===== config.mk =====
export PLATFORM = sky130hd
export DESIGN_NAME = sys_ctrl_status
export DESIGN_NICKNAME = d
export VERILOG_FILES = /design/src/hw/sys_ctrl_pkg.sv /design/src/hw/sys_ctrl_status.sv
export SDC_FILE = /design/constraint.sdc
export NUM_CORES = 1
export LEC_CHECK = 0
export ABC_AREA = 1
export BUFFER_PORTS_ARGS = -buffer_cell sky130_fd_sc_hd__buf_2
export CELL_PAD_IN_SITES_DETAIL_PLACEMENT = 0
export CELL_PAD_IN_SITES_GLOBAL_PLACEMENT = 1
export CORE_ASPECT_RATIO = 1.25
export CORE_MARGIN = 5
export CORE_UTILIZATION = 28
export DETAILED_ROUTE_END_ITERATION = 8
export HOLD_SLACK_MARGIN = 0.03
export PLACE_DENSITY_LB_ADDON = 0.12
export SLEW_MARGIN = 0
export SYNTH_ARGS = -nofsm -noshare
export SYNTH_HDL_FRONTEND = slang
export SYNTH_SLANG_ARGS = --single-unit

===== constraint.sdc =====
create_clock -name sys_clk -period 1.5 [get_ports sys_clk]
set_clock_uncertainty 0.2 [all_clocks]
set_input_delay 0.225 -clock sys_clk [delete_from_list [all_inputs] [get_ports sys_clk]]
set_output_delay 0.225 -clock sys_clk [all_outputs]
set_load 0.02 [all_outputs]

===== src/hw/sys_ctrl_pkg.sv =====
// Constants and types for the system control and status logic.
// Assumes one 50 MHz system clock and a synchronous active-low reset.
package sys_ctrl_pkg;

    // ------------------------------------------------------------
    // Register location
    // ------------------------------------------------------------
    localparam int ADDR_W = 24;
    localparam logic [ADDR_W-1:0] SCW_ADDR = 24'h0000F4;
    localparam logic [2:0] FC_SUPV_DATA = 3'h5;

    // ------------------------------------------------------------
    // Field positions of the system control word
    // ------------------------------------------------------------
    localparam int BIT_IRQ_PENDING = 31;
    localparam int BIT_BUS_TIMEOUT = 30;
    localparam int BIT_WRITE_GUARD = 29;
    localparam int BIT_DECODE_CLASH = 28;
    localparam int BIT_EXT_EXTRA_WAIT = 19;
    localparam int BIT_LOCKED_SPLIT = 18;
    localparam int BIT_WG_ERR_EN = 17;
    localparam int BIT_DC_ERR_EN = 16;
    localparam int BIT_IRQ_BUS_CLEAR_LINE_EN = 15;
    localparam logic [31:0] FLAG_MASK = 32'hF0000000;

    // ------------------------------------------------------------
    // Reset values
    // ------------------------------------------------------------
    localparam logic [3:0] FLAGS_RST = 4'h0;
    localparam logic CTRL_RST = 1'b0;
    localparam logic [1:0] SYNC_RST = 2'h0;

    // ------------------------------------------------------------
    // Carriers
    // ------------------------------------------------------------
    typedef struct packed {
        logic sel;
        logic wr;
        logic [2:0] fc;
        logic [ADDR_W-1:0] addr;
        logic [31:0] wdata;
    } reg_req_t;

    typedef struct packed {
        logic ack;
        logic [31:0] rdata;
    } reg_rsp_t;

    typedef struct packed {
        logic cycle_valid;
        logic cfg_access;
        logic [3:0] match;
        logic ro_write;
    } cs_evt_t;

    typedef struct packed {
        logic serial_dma_req;
        logic block_dma_req;
        logic core_grant;
    } arb_in_t;

    typedef struct packed {
        logic core_req;
        logic grant_ext;
        logic grant_serial_dma;
        logic grant_block_dma;
        logic dma_bus_request;
        logic bus_clear;
        logic internal_bus_clear;
    } arb_out_t;

endpackage


===== src/hw/sys_ctrl_status.sv =====
// System control word, event flags, bus clear, arbiter gating and core-disable pin muxing.
// Assumes request strobes from same-clock logic; pins from outside are synchronised here.
//
// How it works
// - Control word answers only at address 0F4 with function code 5.
// - Top bits are sticky event flags, readable at any time.
// - Writing one clears a flag, zero leaves it; several at once.
// - System reset clears every event flag.
// - Unmasked core interrupt sets the interrupt flag regardless of bus-clear mask.
// - Mask bit set, core enabled: pending interrupt drives external and internal bus clear.
// - Interrupt bus clear holds until software clears the interrupt flag.
// - Watchdog expiry sets timeout flag and always raises bus error.
// - Write to read-only region sets write-guard flag regardless of enable.
// - Write-guard enable at bit 17 raises bus error on the violating cycle.
// - Two or more chip selects at once set the decode-clash flag.
// - Decode-clash enable at bit 16 makes a clash raise bus error.
// - Clashing chip selects resolve by fixed priority, one line only.
// - Clash during configuration register access sets nothing and errors nothing.
// - Split bit zero: strobe held through locked cycle; lock still withholds grants.
// - Split bit one: strobe drops after read part, returns for write part.
// - Core lock signal withholds all bus grants until its cycle ends, except in core-disable mode.
// - Extra-wait bit adds one wait state for external master accesses that use chip-select ack or a peripheral.
// - Core-disable pin caught at system reset keeps the core disabled.
// - Core-disable: DMA request out, grant in, bus clear input to block DMA.
// - Core-disable: interrupt levels on shared pins, no vectors supplied.
// - External master can take the bus through request and arbiter grant.
`timescale 1ns/100ps

module sys_ctrl_status
    import sys_ctrl_pkg::*;
(
    input wire logic sys_clk,
    input wire logic reset_n,
    input wire sys_ctrl_pkg::reg_req_t reg_req,
    output sys_ctrl_pkg::reg_rsp_t reg_rsp,
    input wire logic core_irq_pending,
    input wire logic wdog_expired,
    input wire sys_ctrl_pkg::cs_evt_t cs_evt,
    output logic [3:0] chip_select_q,
    output logic bus_error_line_q,
    input wire logic core_as_req,
    input wire logic locked_cycle_sig,
    input wire logic rmw_read_done,
    input wire logic rmw_write_start,
    output logic address_strobe_line_q,
    input wire sys_ctrl_pkg::arb_in_t arb_in,
    output sys_ctrl_pkg::arb_out_t arb_out,
    input wire logic bus_request_line,
    input wire logic bus_grant_line,
    input wire logic bus_clear_in,
    input wire logic ext_master_cycle,
    input wire logic cs_ack_used,
    input wire logic periph_access,
    output logic extra_wait_q,
    input wire logic core_disable_in,
    output logic core_enable_q,
    input wire logic [2:0] irq_level_line,
    output logic [2:0] irq_level_out_q,
    output logic [2:0] irq_level_out_oe_q,
    output logic vector_enable_q
);
    import sys_ctrl_pkg::*;

    // ------------------------------------------------------------
    // State
    // ------------------------------------------------------------
    typedef struct packed {
        logic [1:0] ext_req_s;
        logic [1:0] grant_s;
        logic [1:0] bus_clear_line_s;
        logic [1:0] cdis_s;
        logic core_dis;
        logic core_en;
        logic irq_flag;
        logic timeout_flag;
        logic wg_flag;
        logic dc_flag;
        logic wg_err_en;
        logic dc_err_en;
        logic locked_split;
        logic ext_extra_wait;
        logic irq_bus_clear_line_en;
        logic rmw_gap;
        logic [3:0] cs_sel;
        logic bus_error_line;
        logic as_out;
        logic xwait;
        logic [2:0] irq_out;
        logic [2:0] irq_oe;
        logic vec_en;
        reg_rsp_t rsp;
        arb_out_t arb;
    } state_t;

    state_t st_q;
    state_t st_d;

    // ------------------------------------------------------------
    // Helpers
    // ------------------------------------------------------------

    // Fixed priority: lowest index wins
    function automatic logic [3:0] first_one(input logic [3:0] v);
        logic [3:0] r;
        r = 4'h0;
        for (int i = 3; i >= 0; i--) begin
            if (v[i]) begin
                r = 4'h0;
                r[i] = 1'b1;
            end
        end
        return r;
    endfunction

    function automatic logic many(input logic [3:0] v);
        return (v & (v - 4'h1)) != 4'h0;
    endfunction

    // ------------------------------------------------------------
    // Next-state scratch
    // ------------------------------------------------------------
    logic hit;
    logic wr_hit;
    logic clash;
    logic wg_evt;
    logic [31:0] word;
    logic lock_hold;
    logic any_req;
    logic grant_src;
    logic irq_bus_clear_line;

    always_comb begin
        st_d = st_q;

        // ------------------------------------------------------------
        // Pin synchronisers
        // ------------------------------------------------------------
        // Only the second stage feeds logic
        st_d.ext_req_s = {st_q.ext_req_s[0], bus_request_line};
        st_d.grant_s = {st_q.grant_s[0], bus_grant_line};
        st_d.bus_clear_line_s = {st_q.bus_clear_line_s[0], bus_clear_in};
        st_d.cdis_s = {st_q.cdis_s[0], core_disable_in};

        // ------------------------------------------------------------
        // Register access
        // ------------------------------------------------------------
        hit = reg_req.sel && reg_req.addr == SCW_ADDR && reg_req.fc == FC_SUPV_DATA;
        wr_hit = hit && reg_req.wr;

        word = 32'h00000000;
        word[BIT_IRQ_PENDING] = st_q.irq_flag;
        word[BIT_BUS_TIMEOUT] = st_q.timeout_flag;
        word[BIT_WRITE_GUARD] = st_q.wg_flag;
        word[BIT_DECODE_CLASH] = st_q.dc_flag;
        word[BIT_EXT_EXTRA_WAIT] = st_q.ext_extra_wait;
        word[BIT_LOCKED_SPLIT] = st_q.locked_split;
        word[BIT_WG_ERR_EN] = st_q.wg_err_en;
        word[BIT_DC_ERR_EN] = st_q.dc_err_en;
        word[BIT_IRQ_BUS_CLEAR_LINE_EN] = st_q.irq_bus_clear_line_en;
        st_d.rsp.ack = hit;
        st_d.rsp.rdata = (hit && !reg_req.wr) ? word : 32'h00000000;

        // ------------------------------------------------------------
        // Event flags: write one clears, event set wins
        // ------------------------------------------------------------
        if (wr_hit) begin
            if (reg_req.wdata[BIT_IRQ_PENDING]) begin
                st_d.irq_flag = 1'b0;
            end
            if (reg_req.wdata[BIT_BUS_TIMEOUT]) begin
                st_d.timeout_flag = 1'b0;
            end
            if (reg_req.wdata[BIT_WRITE_GUARD]) begin
                st_d.wg_flag = 1'b0;
            end
            if (reg_req.wdata[BIT_DECODE_CLASH]) begin
                st_d.dc_flag = 1'b0;
            end
            st_d.ext_extra_wait = reg_req.wdata[BIT_EXT_EXTRA_WAIT];
            st_d.locked_split = reg_req.wdata[BIT_LOCKED_SPLIT];
            st_d.wg_err_en = reg_req.wdata[BIT_WG_ERR_EN];
            st_d.dc_err_en = reg_req.wdata[BIT_DC_ERR_EN];
            st_d.irq_bus_clear_line_en = reg_req.wdata[BIT_IRQ_BUS_CLEAR_LINE_EN];
        end

        clash = cs_evt.cycle_valid && many(cs_evt.match) && !cs_evt.cfg_access;
        wg_evt = cs_evt.cycle_valid && cs_evt.ro_write;

        if (core_irq_pending) begin
            st_d.irq_flag = 1'b1;
        end
        if (wdog_expired) begin
            st_d.timeout_flag = 1'b1;
        end
        if (wg_evt) begin
            st_d.wg_flag = 1'b1;
        end
        if (clash) begin
            st_d.dc_flag = 1'b1;
        end

        // ------------------------------------------------------------
        // Chip select and bus error
        // ------------------------------------------------------------
        // No select on a guarded write or a configuration access
        st_d.cs_sel = (cs_evt.cycle_valid && !cs_evt.cfg_access && !wg_evt)
            ? first_one(cs_evt.match) : 4'h0;
        st_d.bus_error_line = wdog_expired
            || (wg_evt && st_q.wg_err_en)
            || (clash && st_q.dc_err_en);

        // ------------------------------------------------------------
        // Locked read-modify-write strobe
        // ------------------------------------------------------------
        // Gap opens only while the lock is held
        if (!locked_cycle_sig || rmw_write_start) begin
            st_d.rmw_gap = 1'b0;
        end else if (rmw_read_done && st_q.locked_split) begin
            st_d.rmw_gap = 1'b1;
        end
        st_d.as_out = core_as_req && !st_d.rmw_gap;

        // ------------------------------------------------------------
        // Arbiter gating and bus clear
        // ------------------------------------------------------------
        // While the core is enabled, lock withholds every grant, external and DMA alike
        lock_hold = locked_cycle_sig && !st_q.core_dis;
        any_req = st_q.ext_req_s[1] || arb_in.serial_dma_req || arb_in.block_dma_req;
        grant_src = st_q.core_dis ? st_q.grant_s[1] : arb_in.core_grant;
        st_d.arb.core_req = any_req && !st_q.core_dis;
        st_d.arb.grant_ext = grant_src && !lock_hold && !st_q.core_dis
            && st_q.ext_req_s[1];
        st_d.arb.grant_serial_dma = grant_src && !lock_hold && arb_in.serial_dma_req
            && (st_q.core_dis || !st_q.ext_req_s[1]);
        st_d.arb.grant_block_dma = grant_src && !lock_hold && arb_in.block_dma_req
            && !arb_in.serial_dma_req && (st_q.core_dis || !st_q.ext_req_s[1]);
        st_d.arb.dma_bus_request = st_q.core_dis
            && (arb_in.serial_dma_req || arb_in.block_dma_req);

        // Follows the flag, so it holds until software clears it
        irq_bus_clear_line = st_q.irq_bus_clear_line_en && st_q.irq_flag && !st_q.core_dis;
        st_d.arb.bus_clear = arb_in.serial_dma_req || irq_bus_clear_line;
        st_d.arb.internal_bus_clear = (st_q.ext_req_s[1] && !st_q.core_dis) || irq_bus_clear_line
            || (st_q.core_dis && st_q.bus_clear_line_s[1]);

        // ------------------------------------------------------------
        // External master wait state
        // ------------------------------------------------------------
        st_d.xwait = st_q.ext_extra_wait && ext_master_cycle
            && (cs_ack_used || periph_access);

        // ------------------------------------------------------------
        // Core-disable pin functions
        // ------------------------------------------------------------
        st_d.irq_out = st_q.core_dis ? irq_level_line : 3'h0;
        st_d.irq_oe = {3{st_q.core_dis}};
        st_d.vec_en = !st_q.core_dis;
        st_d.core_en = !st_q.core_dis;

        // ------------------------------------------------------------
        // System reset
        // ------------------------------------------------------------
        if (!reset_n) begin
            st_d = '0;
            st_d.irq_flag = FLAGS_RST[3];
            st_d.timeout_flag = FLAGS_RST[2];
            st_d.wg_flag = FLAGS_RST[1];
            st_d.dc_flag = FLAGS_RST[0];
            st_d.ext_req_s = SYNC_RST;
            st_d.grant_s = SYNC_RST;
            st_d.bus_clear_line_s = SYNC_RST;
            // Disable pin taken on every reset edge; keep it steady
            st_d.cdis_s = {st_q.cdis_s[0], core_disable_in};
            st_d.core_dis = st_q.cdis_s[1];
            st_d.core_en = !st_q.cdis_s[1];
            st_d.ext_extra_wait = CTRL_RST;
            st_d.locked_split = CTRL_RST;
            st_d.wg_err_en = CTRL_RST;
            st_d.dc_err_en = CTRL_RST;
            st_d.irq_bus_clear_line_en = CTRL_RST;
            st_d.vec_en = 1'b1;
        end
    end

    always_ff @(posedge sys_clk) begin
        st_q <= st_d;
    end

    // ------------------------------------------------------------
    // Outputs
    // ------------------------------------------------------------
    assign reg_rsp = st_q.rsp;
    assign chip_select_q = st_q.cs_sel;
    assign bus_error_line_q = st_q.bus_error_line;
    assign address_strobe_line_q = st_q.as_out;
    assign arb_out = st_q.arb;
    assign extra_wait_q = st_q.xwait;
    assign core_enable_q = st_q.core_en;
    assign irq_level_out_q = st_q.irq_out;
    assign irq_level_out_oe_q = st_q.irq_oe;
    assign vector_enable_q = st_q.vec_en;

endmodule


==> summary.md, run 1 <==
| Metric | Value |
|---|---|
| Max H-tree Level | 2 |
| RSZ-0062 raised after global routing | false |
| Status | finished, final reports clean |
| HPWL Detailed | 3966 um |
| Top cell type by total area after synthesis | dfxtp_1 |
| Fin worst setup slack | just under 0.07 ns |
| Crit-path cells | dlygate4sd3_1, buf_2, nor2_1, o21ai_0, nand3_1, nor2_1, nor2_1, nor2_1 |
| Starting Density | 0.2882 |
| Largest net degree at the start of global routing | 18 |
| Slowest-stage cell, CP | dlygate4sd3_1 |
| Seq pwr share | 0.547 |
| First-iteration detailed-routing DRC count | 40 |
| Setup CP Type | input pin to flop |
| Layout area overhead | 33.47% |
| Share of cells above drive strength 1 | 0.3021 |
| Final WL | between 4000 and 5000 um |
| Synth top cells by count | nor2_1 (58), buf_4 (50), dfxtp_1 (48), inv_1 (36), nand2_1 (34) |
| Pwr/cell area | between 800 and 900 nW/um2 |
| Post_cts resized | 0 |
| PortBufs | between 90 and 100 |
| Clk network pwr share | 0.305 |
| Combinational power share | 0.148 |
| Slowest stage delay, CP | around 0.54 ns |
| YS warnings | 0 |
| Die H | roughly 110 um |
| I/O pin cnt | approximately 140 |
| Count leader, synth | nor2_1 |
| GPL Wtd Cong | 0.7321 |
| Leakage power | 1.473 nW |
| Die area | between 9000 and 10000 um2 |
| Number of synthesized register bits | 49 |
| CTS tree | done |
| Power Internal | 1.840 mW |
| Sw Pwr | around 0.64 mW |
| Seq/Total Area, Yosys | 0.4618 |
| Worst setup EP type | flop |
| Root buf cell | clkbuf_8 |
| Total CTS buffers | 5 |
| Remaining Overflow, GRT | 0 |
| Initial antenna violation count | 0 |
| Tmin final | 1.433 ns |
| Top post-synthesis cells by area | dfxtp_1 (45%), buf_4 (17%), nor2_1 (10%) |
| WP data required | 1.50 ns |
| ANT cells | 0 |
| Max-slew violation count | 0 |
| CTS clk-pin slew, worst paths | 0.09 ns |
| Final Util | 0.3847 |
| Critical path arrival | about 1.4 ns |
| Drc violations | 0 |
| Worst-Skew Late Latency | between 0.2 and 0.3 ns |
| Die X | slightly below 90 um |
| Worst setup SP type | input pin |
| Dominant synthesized flop cell | dfxtp_1 |
| Switching Fraction | 0.2565 |
| Share of the synthesized area in the top cell type | 0.4478 |
| Number of synthesized flops with an enable pin | 1 |
| Max-cap violations | 0 |
| Hold_ws | about 0.038 ns |
| Fin crit share | 0.9551 |
| Standard-cell rows | 35 |
| Final hold viol count | 0 |
| Vias in the first global route | around 1800 |
| Final instance area | 2864 um2 |
| Syn avg cell area | 7.803 um2 |
| Synth cell types | 27 |
| First-pass GRT wire length | a little under 8000 um |
| Worst slack at placement | -0.07169 ns |
| Detail Route Antenna Nets | 0 |
| Area of the core | around 7400 um2 |
| # setup viols final | 0 |
| Crit-path most repeated cell | nor2_1 |
| Nets | 472 |
| Post-synth ARST share | 0 |
| Mapped Cells | roughly 280 |
| DP Area | ~2500 um2 |
| Drt wl/cell | ~10 um |
| Aggregate global-route resource usage | 0.1031 |
| Hold Crit Class | input pin to flop |
| Routed vias | roughly 1800 |
| Drt first pass iters | 4 |
| Post-Syn Area | roughly 2100 um2 |
| Drt via density | between 3 and 4 |
| VDD IR max | about 0.00043 V |
| Sink Count | between 40 and 50 |
| Max Root-Sink Buffers | 2 |
| Fmax | between 600 and 700 MHz |
| Worst Path Max Fanout | 3 |
## through the flow
| step | std cells | setup TNS [ns] | total power, mW |
|---|---|---|---|
| global route | 476 | 0 | 2.620 |
| detailed placement | 437 | -0.2435 | 1.693 |
| global placement | 437 | -0.1780 | 1.691 |
| finish | 476 | 0 | 2.475 |
| CTS | 476 | 0 | 2.519 |
| floorplan | 297 | 0 | 1.614 |
## final cells by class
cell class | instances | area, um2
multi-input combinational | 158 | 708.2
inverter | 37 | 140.1
fill | 838 | 4581
clock inverter | 1 | 7.507
tap | 92 | 115.1
timing repair buffer | 132 | 825.8
sequential | 49 | 991.0
clock buffer | 7 | 76.32
## cells by family (layout without fill, tap and decap cells)
kind of cell,Yosys count,in the layout,share of synthesized area
other cells,1,23,0.001748
flops,49,49,0.4618
compound gates,19,19,0.05306
simple gates,116,116,0.2367
buf+inv,90,177,0.2466
## metal layers
metal	vias up	global-route usage	wire length, um
li1	975	-	-
met1	793	0.1208	1955
met2	70	0.1781	2452
met3	2	0.02297	482
met4	0	0.04212	54
met5	-	0	0
## final timing paths
check | startpoint | endpoint | slack, ns | cells after the start
worst max-delay path | cs_evt[2] | bus_error_line_q | 0.07 | 8
worst min-delay path | reg_req[28] | st_q[60] | 0.04 | 4
worst min register to register | st_q[66] | st_q[67] | 0.14 | 0
worst max register to register | st_q[65] | arb_out[5] | 0.38 | 3
## critical path: cells and delay by family
kind / cells / cell delay [ns]
buf+inv: 2 / 0.67
simple gates: 5 / 0.44
compound gates: 1 / 0.10
## layout by cell type, fill, tap and decap left out
cell type,synthesis,layout
nand4_1,2,2
inv_1,36,36
nor3b_1,1,1
nor2_2,4,4
o2111a_1,1,1
buf_2,2,97
and2_0,1,1
nor4_1,1,1
dlygate4sd3_1,0,31
nor3_1,2,2
nor2_1,58,58
o211ai_1,1,1
o22ai_1,1,1
nor3_4,1,1
conb_1,1,23
dfxtp_1,48,48
clkinvlp_4,0,1
nor2_4,1,1
clkinv_2,1,1
buf_4,50,4
o311a_1,1,1
clkbuf_1,1,2
edfxtp_1,1,1
nand2_1,34,34
nand2_4,2,2
a32oi_1,1,1
nand3_1,9,9
clkbuf_8,0,5
o21ai_0,7,7
a21oi_1,7,7
## state kept, by name, indices dropped and copies added, names as in the netlist
| signal | flops |
|---|---|
| irq_level_out_oe_q | 1 |
| extra_wait_q | 1 |
| chip_select_q | 4 |
| bus_error_line_q | 1 |
| irq_level_out_q | 3 |
| arb_out | 7 |
| vector_enable_q | 1 |
| st_q | 19 |
| reg_rsp | 10 |
| address_strobe_line_q | 1 |
| core_enable_q | 1 |
## power groups by stage
| stage | Clock (mW) | Combinational (mW) | Sequential (mW) |
|---|---|---|---|
| after global routing | 0.853 | 0.408 | 1.36 |
| after floorplan | 0 | 0.221 | 1.39 |
| after detailed placement | 0 | 0.307 | 1.39 |
| after global placement | 0 | 0.306 | 1.39 |
| after CTS | 0.794 | 0.369 | 1.36 |
| final | 0.755 | 0.366 | 1.35 |
## timing repair
item / in CTS / in global routing
hold endpoints to repair: 27 / 0
buffers inserted: 0 / 0
endpoints found under the setup margin: 0 / 0
hold buffers: 31 / 0
Power figures use the tool's default switching activity.
==> run 2, diff against run 1 <==
--- a/config.mk
+++ b/config.mk
@@ -11,7 +11,8 @@
 export CELL_PAD_IN_SITES_GLOBAL_PLACEMENT = 1
 export CORE_ASPECT_RATIO = 1.25
 export CORE_MARGIN = 5
-export CORE_UTILIZATION = 28
+export CORE_UTILIZATION = 26
+export CTS_BUF_LIST = sky130_fd_sc_hd__clkbuf_4 sky130_fd_sc_hd__clkbuf_8
 export DETAILED_ROUTE_END_ITERATION = 8
 export HOLD_SLACK_MARGIN = 0.03
 export PLACE_DENSITY_LB_ADDON = 0.12
==> constraint.sdc (replaced) <==
create_clock -name sys_clk -period 1.3 [get_ports sys_clk]
set_clock_uncertainty 0.2 [all_clocks]
set_input_delay 0.195 -clock sys_clk [delete_from_list [all_inputs] [get_ports sys_clk]]
set_output_delay 0.195 -clock sys_clk [all_outputs]
set_load 0.02 [all_outputs]
==> run 2 against run 1 <==
Compared with the run above:
- the flow now finishes with violations (negative hold slack)
- worst setup slack lost 0.019 ns
- cell count grew 2.1%
- clock power grew 23%
- flip-flop and latch count is the same
- largest cell class unchanged
==> summary.md, run 2 (same netlist as run 1, synthesis figures left out) <==
| Metric | Value |
|---|---|
| Seq pwr share | 0.533 |
| Reg2reg path depth | 3 |
| WP data required | between 1 and 1.5 ns |
| Area of the core | 8148 um2 |
| Worst setup EP type | flop |
| Max H-tree Level | 2 |
| Number of flip-flops in the largest register | 19 |
| CTS clk-pin slew, worst paths | about 0.090 ns |
| Hold_ws | -0.0004151 ns |
| Total CTS buffers | 5 |
| Power, Total | 2.936 mW |
| Max-cap violations | 0 |
| Fin worst setup slack | 0.04867 ns |
| Leakage power | about 1.5 nW |
| Setup CP Type | input pin to flop |
| Worst R2R Start | st_q[65] |
| GPL Wtd Cong | about 0.74 |
| Drt wl/cell | between 10 and 15 um |
| First-iteration detailed-routing DRC count | 54 |
| Worst Path Max Fanout | 3 |
| Commonest cells after routing, fill and taps aside | buf_2 (97), nor2_1 (58), dfxtp_1 (48), inv_1 (36), nand2_1 (34) |
| Fmax | ~800 MHz |
| First-pass GRT wire length | between 8000 and 9000 um |
| Nets | roughly 480 |
| Vias in the first global route | between 1500 and 2000 |
| Worst slack at placement | -0.2226 ns |
| Critical path arrival | around 1.2 ns |
| Max-slew violation count | 0 |
| Standard-cell rows | 37 |
| Initial antenna violation count | 0 |
| I/O pin cnt | between 100 and 150 |
| Clk network pwr share | 0.317 |
| Largest net degree at the start of global routing | 15 |
| Routed vias | 1888 |
| Failing checks | negative hold slack |
| Die area | 10180 um2 |
| PortBufs | 97 |
| Min-Delay Endpoint | chip_select_q[0] |
| Drc violations | 0 |
| Worst-Skew Late Latency | 0.30 ns |
| Detail Route Antenna Nets | 0 |
| Hold Crit Class | input pin to flop |
| Pwr/cell area | 999.4 nW/um2 |
| CTS tree | done |
| Layout area overhead | 36.91% |
| Worst setup SP type | input pin |
| Tmin final | between 1 and 1.5 ns |
| HPWL Detailed | ~4200 um |
| Sw Pwr | 0.7591 mW |
| Share of cells above drive strength 1 | 0.3188 |
| Post-CTS setup repair buffer count | 0 |
| Die H | ~110 um |
| Commonest non-fill, non-tap cell in the layout | buf_2 |
| R2R Setup Slk | 0.17 ns |
| Worst reg2reg path endpoint | arb_out[5] |
| Remaining Overflow, GRT | 0 |
| # setup viols final | 0 |
| Starting Density | 0.2634 |
| Die X | 91.26 um |
| Final WL | 5349 um |
| Sink Count | between 40 and 50 |
| VDD IR max | ~0.00035 V |
| Drt first pass iters | 4 |
| Final hold viol count | 1 |
| Drt via density | about 4 |
| Fin crit share | 0.9626 |
| Largest Register | st_q |
| Hold depth | 4 |
| Status | finished, violations left |
| Root buf cell | clkbuf_8 |
| ANT cells | 0 |
| Aggregate global-route resource usage | 0.1054 |
| Power Internal | ~2.2 mW |
| Min-delay src | cs_evt[5] |
| Switching Fraction | 0.2585 |
| Max Root-Sink Buffers | 2 |
| Combinational power share | 0.150 |
| RSZ-0062 raised after global routing | false |
-- run 2: cell types whose count changed in the layout (fill, tap and decap cells not counted), sizes merged --
cell / delta
buf: +3
dlygate4sd3: +2
-- run 2: metal layers --
metal / vias to the layer above / global-route usage / wire length (um)
met3: 6 / 0.03378 / 530
li1: 986 / - / -
met1: 815 / 0.1159 / 2144
met2: 81 / 0.1877 / 2589
met4: 0 / 0.03816 / 86
met5: - / 0 / 0
-- run 2: area by class of cell --
cell class | count | area (um2)
flip-flops and latches | 49 | 991.0
multi-input cells | 158 | 725.7
fillers | 915 | 5210
clock inverters | 1 | 7.507
repair buffers | 137 | 868.3
well taps | 97 | 121.4
inverters | 37 | 140.1
clock buffers | 7 | 83.83
-- run 2: critical path, stage by stage --
cell and delay (ns):
dlygate4sd3_1 0.52, buf_2 0.12, inv_1 0.07, o311a_1 0.34
-- run 2: repair_timing --
item / CTS / global route
hold endpoints to repair: 29 / 0
setup endpoints to repair: 0 / 3
gates resized for setup: 0 / 3
hold buffers: 34 / 0
-- run 2: metrics by stage --
| stage | cells | hold slack, ns | setup TNS (ns) | util | cell area, um2 |
|---|---|---|---|---|---|
| floorplan | 297 | 0.02272 | 0 | - | 2228 |
| global placement | 445 | 0.09879 | -2.471 | 0.3067 | 2499 |
| detailed placement | 445 | 0.1010 | -2.611 | 0.3067 | 2499 |
| CTS | 487 | 0.05392 | 0 | 0.3596 | 2930 |
| global route | 486 | 0.03225 | 0 | 0.3606 | 2938 |
| finish | 486 | -0.0004151 | 0 | 0.3606 | 2938 |
-- run 2: worst max path at each step --
stage | from | endpoint | slack (ns)
global placement | reg_req[48] | st_q[56] | -0.21
detailed placement | reg_req[52] | st_q[59] | -0.22
global route | reg_req[34] | st_q[55] | 0.003
floorplan | reg_req[41] | st_q[55] | 0.08
CTS | cs_evt[6] | chip_select_q[3] | 0.008
finish | locked_cycle_sig | address_strobe_line_q | 0.05
-- run 2: power groups by stage --
stage	Combinational [mW]	Sequential (mW)	Clock, mW
2_1_floorplan	0.255	1.61	0
3_3_place_gp	0.366	1.60	0
3_5_place_dp	0.364	1.60	0
4_1_cts	0.444	1.57	0.972
5_1_grt	0.491	1.57	1.04
6_report	0.442	1.56	0.930
==> run 3, diff against run 2 <==
--- a/config.mk
+++ b/config.mk
@@ -5,7 +5,6 @@
 export SDC_FILE = /design/constraint.sdc
 export NUM_CORES = 1
 export LEC_CHECK = 0
-export ABC_AREA = 1
 export BUFFER_PORTS_ARGS = -buffer_cell sky130_fd_sc_hd__buf_2
 export CELL_PAD_IN_SITES_DETAIL_PLACEMENT = 0
 export CELL_PAD_IN_SITES_GLOBAL_PLACEMENT = 1
@@ -20,3 +19,4 @@
 export SYNTH_ARGS = -nofsm -noshare
 export SYNTH_HDL_FRONTEND = slang
 export SYNTH_SLANG_ARGS = --single-unit
+export TNS_END_PERCENT = 30
==> run 3 against run 2 <==
Compared with the run above:
- the run now ends clean
- clock power grew 0.6%
- worst setup slack worse by 0.0081 ns
- first-iteration DRC count down 54%
- die area decreased by 5.8%
- sequential share of layout area grew 0.16 points
- hold slack better by 0.049 ns
- global-route usage down 0.73 points
- area after synthesis decreased by 6.4%
- utilization grew 3.2 points
- critical path depth rose by 2
- critical path type unchanged
- critical endpoint is now reg_rsp[18]
- largest power group unchanged
==> summary.md, run 3 <==
| Metric | Value |
|---|---|
| Status | finished, final reports clean |
| Mapped Cells | 202 |
| ANT cells | 0 |
| Top cell type by total area after synthesis | dfxtp_1 |
| WP data required | approximately 1.4 ns |
| Area of the core | 7445 um2 |
| Min-Delay Endpoint | address_strobe_line_q |
| Count leader, synth | buf_4 |
| Detail Route Antenna Nets | 0 |
| Largest Register | st_q |
| Total CTS buffers | 5 |
| Routed vias | ~1600 |
| RSZ-0062 raised after global routing | true |
| Max Root-Sink Buffers | 2 |
| I/O pin cnt | ~140 |
| Final Util | 0.3928 |
| HPWL Detailed | 3787 um |
| Hold depth | 3 |
| Remaining Overflow, GRT | 0 |
| Setup CP Type | input pin to flop |
| Drc violations | 0 |
| Share of the synthesized area in the top cell type | 0.4785 |
| Drt first pass iters | 4 |
| Post-CTS setup repair buffer count | 0 |
| VDD IR max | 0.0004596 V |
| R2R Setup Slk | ~0.10 ns |
| Die X | between 80 and 90 um |
| Max H-tree Level | 2 |
| Number of flip-flops in the largest register | 19 |
| Seq/Total Area, Yosys | 0.4935 |
| YS warnings | 0 |
| Vias in the first global route | 1566 |
| Share of cells above drive strength 1 | 0.4143 |
| Worst slack at placement | -0.2896 ns |
| Leakage power | about 1.4 nW |
| Synth cell types | 34 |
| Worst-Skew Late Latency | roughly 0.3 ns |
| First-iteration detailed-routing DRC count | 25 |
| Fmax | ~790 MHz |
| Hold_ws | 0.04829 ns |
| Worst setup SP type | input pin |
| Commonest cells after routing, fill and taps aside | buf_2 (95), dfxtp_1 (48), dlygate4sd3_1 (29), conb_1 (23), and2_1 (19) |
| Max-slew violation count | 0 |
| Worst setup EP type | flop |
| Layout area overhead | 45.61% |
| Crit-path cells | buf_2, nor4_4, nand4_4, nor3_4, buf_4, and2_1 |
| Aggregate global-route resource usage | 0.09809 |
| Slowest-stage cell, CP | nor4_4 |
| Fin crit share | 0.9688 |
| Number of synthesized register bits | 49 |
| Syn avg cell area | 9.941 um2 |
| Slowest stage delay, CP | between 0.3 and 0.4 ns |
| Sink Count | 49 |
| Max-cap violations | 0 |
| Fin worst setup slack | slightly above 0.04 ns |
| Tmin final | 1.259 ns |
| Critical path arrival | around 1.3 ns |
| GPL Wtd Cong | 0.6981 |
| Commonest non-fill, non-tap cell in the layout | buf_2 |
| Dominant synthesized flop cell | dfxtp_1 |
| Worst R2R Start | st_q[65] |
| Reg2reg path depth | 3 |
| PortBufs | 97 |
| Drt wl/cell | approximately 12 um |
| Starting Density | 0.2697 |
| Largest net degree at the start of global routing | 18 |
| # setup viols final | 0 |
| Post-Syn Area | roughly 2000 um2 |
| Final hold viol count | 0 |
| Post-synth ARST share | 0 |
| CTS tree | done |
| Die H | approximately 110 um |
| Worst Path Max Fanout | 9 |
| CTS clk-pin slew, worst paths | ~0.1 ns |
| Root buf cell | clkbuf_8 |
| Final WL | 4805 um |
| Standard-cell rows | 35 |
| Drt via density | between 3 and 4 |
| First-pass GRT wire length | 7258 um |
| Die area | 9592 um2 |
| Nets | 409 |
| Worst reg2reg path endpoint | arb_out[3] |
| Power, Total | about 2.9 mW |
| Number of synthesized flops with an enable pin | 1 |
| Fin Setup TNS | 0 ns |
| Top post-synthesis cells by area | dfxtp_1 (48%), buf_4 (19%), and2_1 (5.9%) |
| Synth top cells by count | buf_4 (50), dfxtp_1 (48), and2_1 (19), nand2_1 (16), nor2_1 (8) |
| Initial antenna violation count | 0 |
| Pwr/cell area | about 1000 nW/um2 |
| Hold Crit Class | input pin to flop |
| Min-delay src | locked_cycle_sig |
==> run 3: changes by cell type after synthesis, moves of 3 or more <==
cell      before  now
nand3_1        9    0
mux2i_1        0    5
and2_1         0   19
and3_1         0    4
a31oi_1        0    3
o21ai_0        7    4
nor2_2         4    0
nand2_1       34   16
inv_1         36    4
nor2_1        58    8
clkbuf_1       1    4
==> run 3: power by group <==
part | switching (mW) | internal, mW | leakage, nW
combinational | 0.217 | 0.211 | 0.975
sequential | 0.0138 | 1.55 | 0.403
clock | 0.544 | 0.392 | 0.0423
total | 0.774 | 2.15 | 1.42
==> run 3: routing by layer <==
| layer | vias to the layer above | wire length, um | global-route usage | part of all wire |
|---|---|---|---|---|
| li1 | 836 | - | - | - |
| met1 | 690 | 1916 | 0.1177 | 0.40 |
| met2 | 64 | 2425 | 0.1679 | 0.50 |
| met3 | 8 | 373 | 0.01905 | 0.078 |
| met4 | 0 | 89 | 0.04212 | 0.019 |
| met5 | - | 0 | 0 | 0 |
==> run 3: final cells by class <==
type                       count  area, um2
clock inverter                 3      26.28
clock buffer                   5      68.82
fill                         799       4521
multi-input combinational    116      775.7
tap                           92      115.1
sequential                    49      991.0
inverter                       5      18.77
timing repair buffer         143      928.4
==> run 3: timing repair <==
item                                   in CTS  in global routing
setup endpoints to repair                   0                  8
hold buffers                               29                  0
resized for setup                           0                  4
endpoints found under the hold margin      29                  0
==> run 3: cells by family (layout without fill, tap and decap cells) <==
family | after synthesis | in the layout | share of synthesized area
AND/OR/NAND/NOR | 71 | 71 | 0.2224
buffers and inverters | 59 | 156 | 0.2037
flip-flops | 49 | 49 | 0.4935
AO/OA/AOI/OAI | 17 | 17 | 0.05358
multiplexers | 5 | 5 | 0.02492
other | 1 | 23 | 0.001867
==> run 3: how the worst max path moves through the flow <==
stage / from / end / slack [ns] / depth (start not counted)
after floorplan: reg_req[42] / st_q[55] / -0.07 / 4
after global placement: reg_req[42] / st_q[60] / -0.28 / 6
after detailed placement: reg_req[42] / reg_rsp[18] / -0.29 / 6
after CTS: reg_req[42] / reg_rsp[18] / 0.03 / 6
after global routing: reg_req[42] / st_q[59] / -0.02 / 6
final: reg_req[42] / reg_rsp[18] / 0.04 / 6
==> run 3: through the flow <==
| stage | area (um2) | instances |
|---|---|---|
| 3_5_place_dp | 2512 | 376 |
| 2_1_floorplan | 2162 | 224 |
| 5_1_grt | 2924 | 413 |
| 4_1_cts | 2898 | 413 |
| 6_report | 2924 | 413 |
| 3_3_place_gp | 2512 | 376 |
==> run 3: worst max-delay path: cells and delay by family <==
| kind | cells | cell delay (ns) |
|---|---|---|
| buffers and inverters | 2 | 0.30 |
| and+or+nand+nor | 4 | 0.82 |
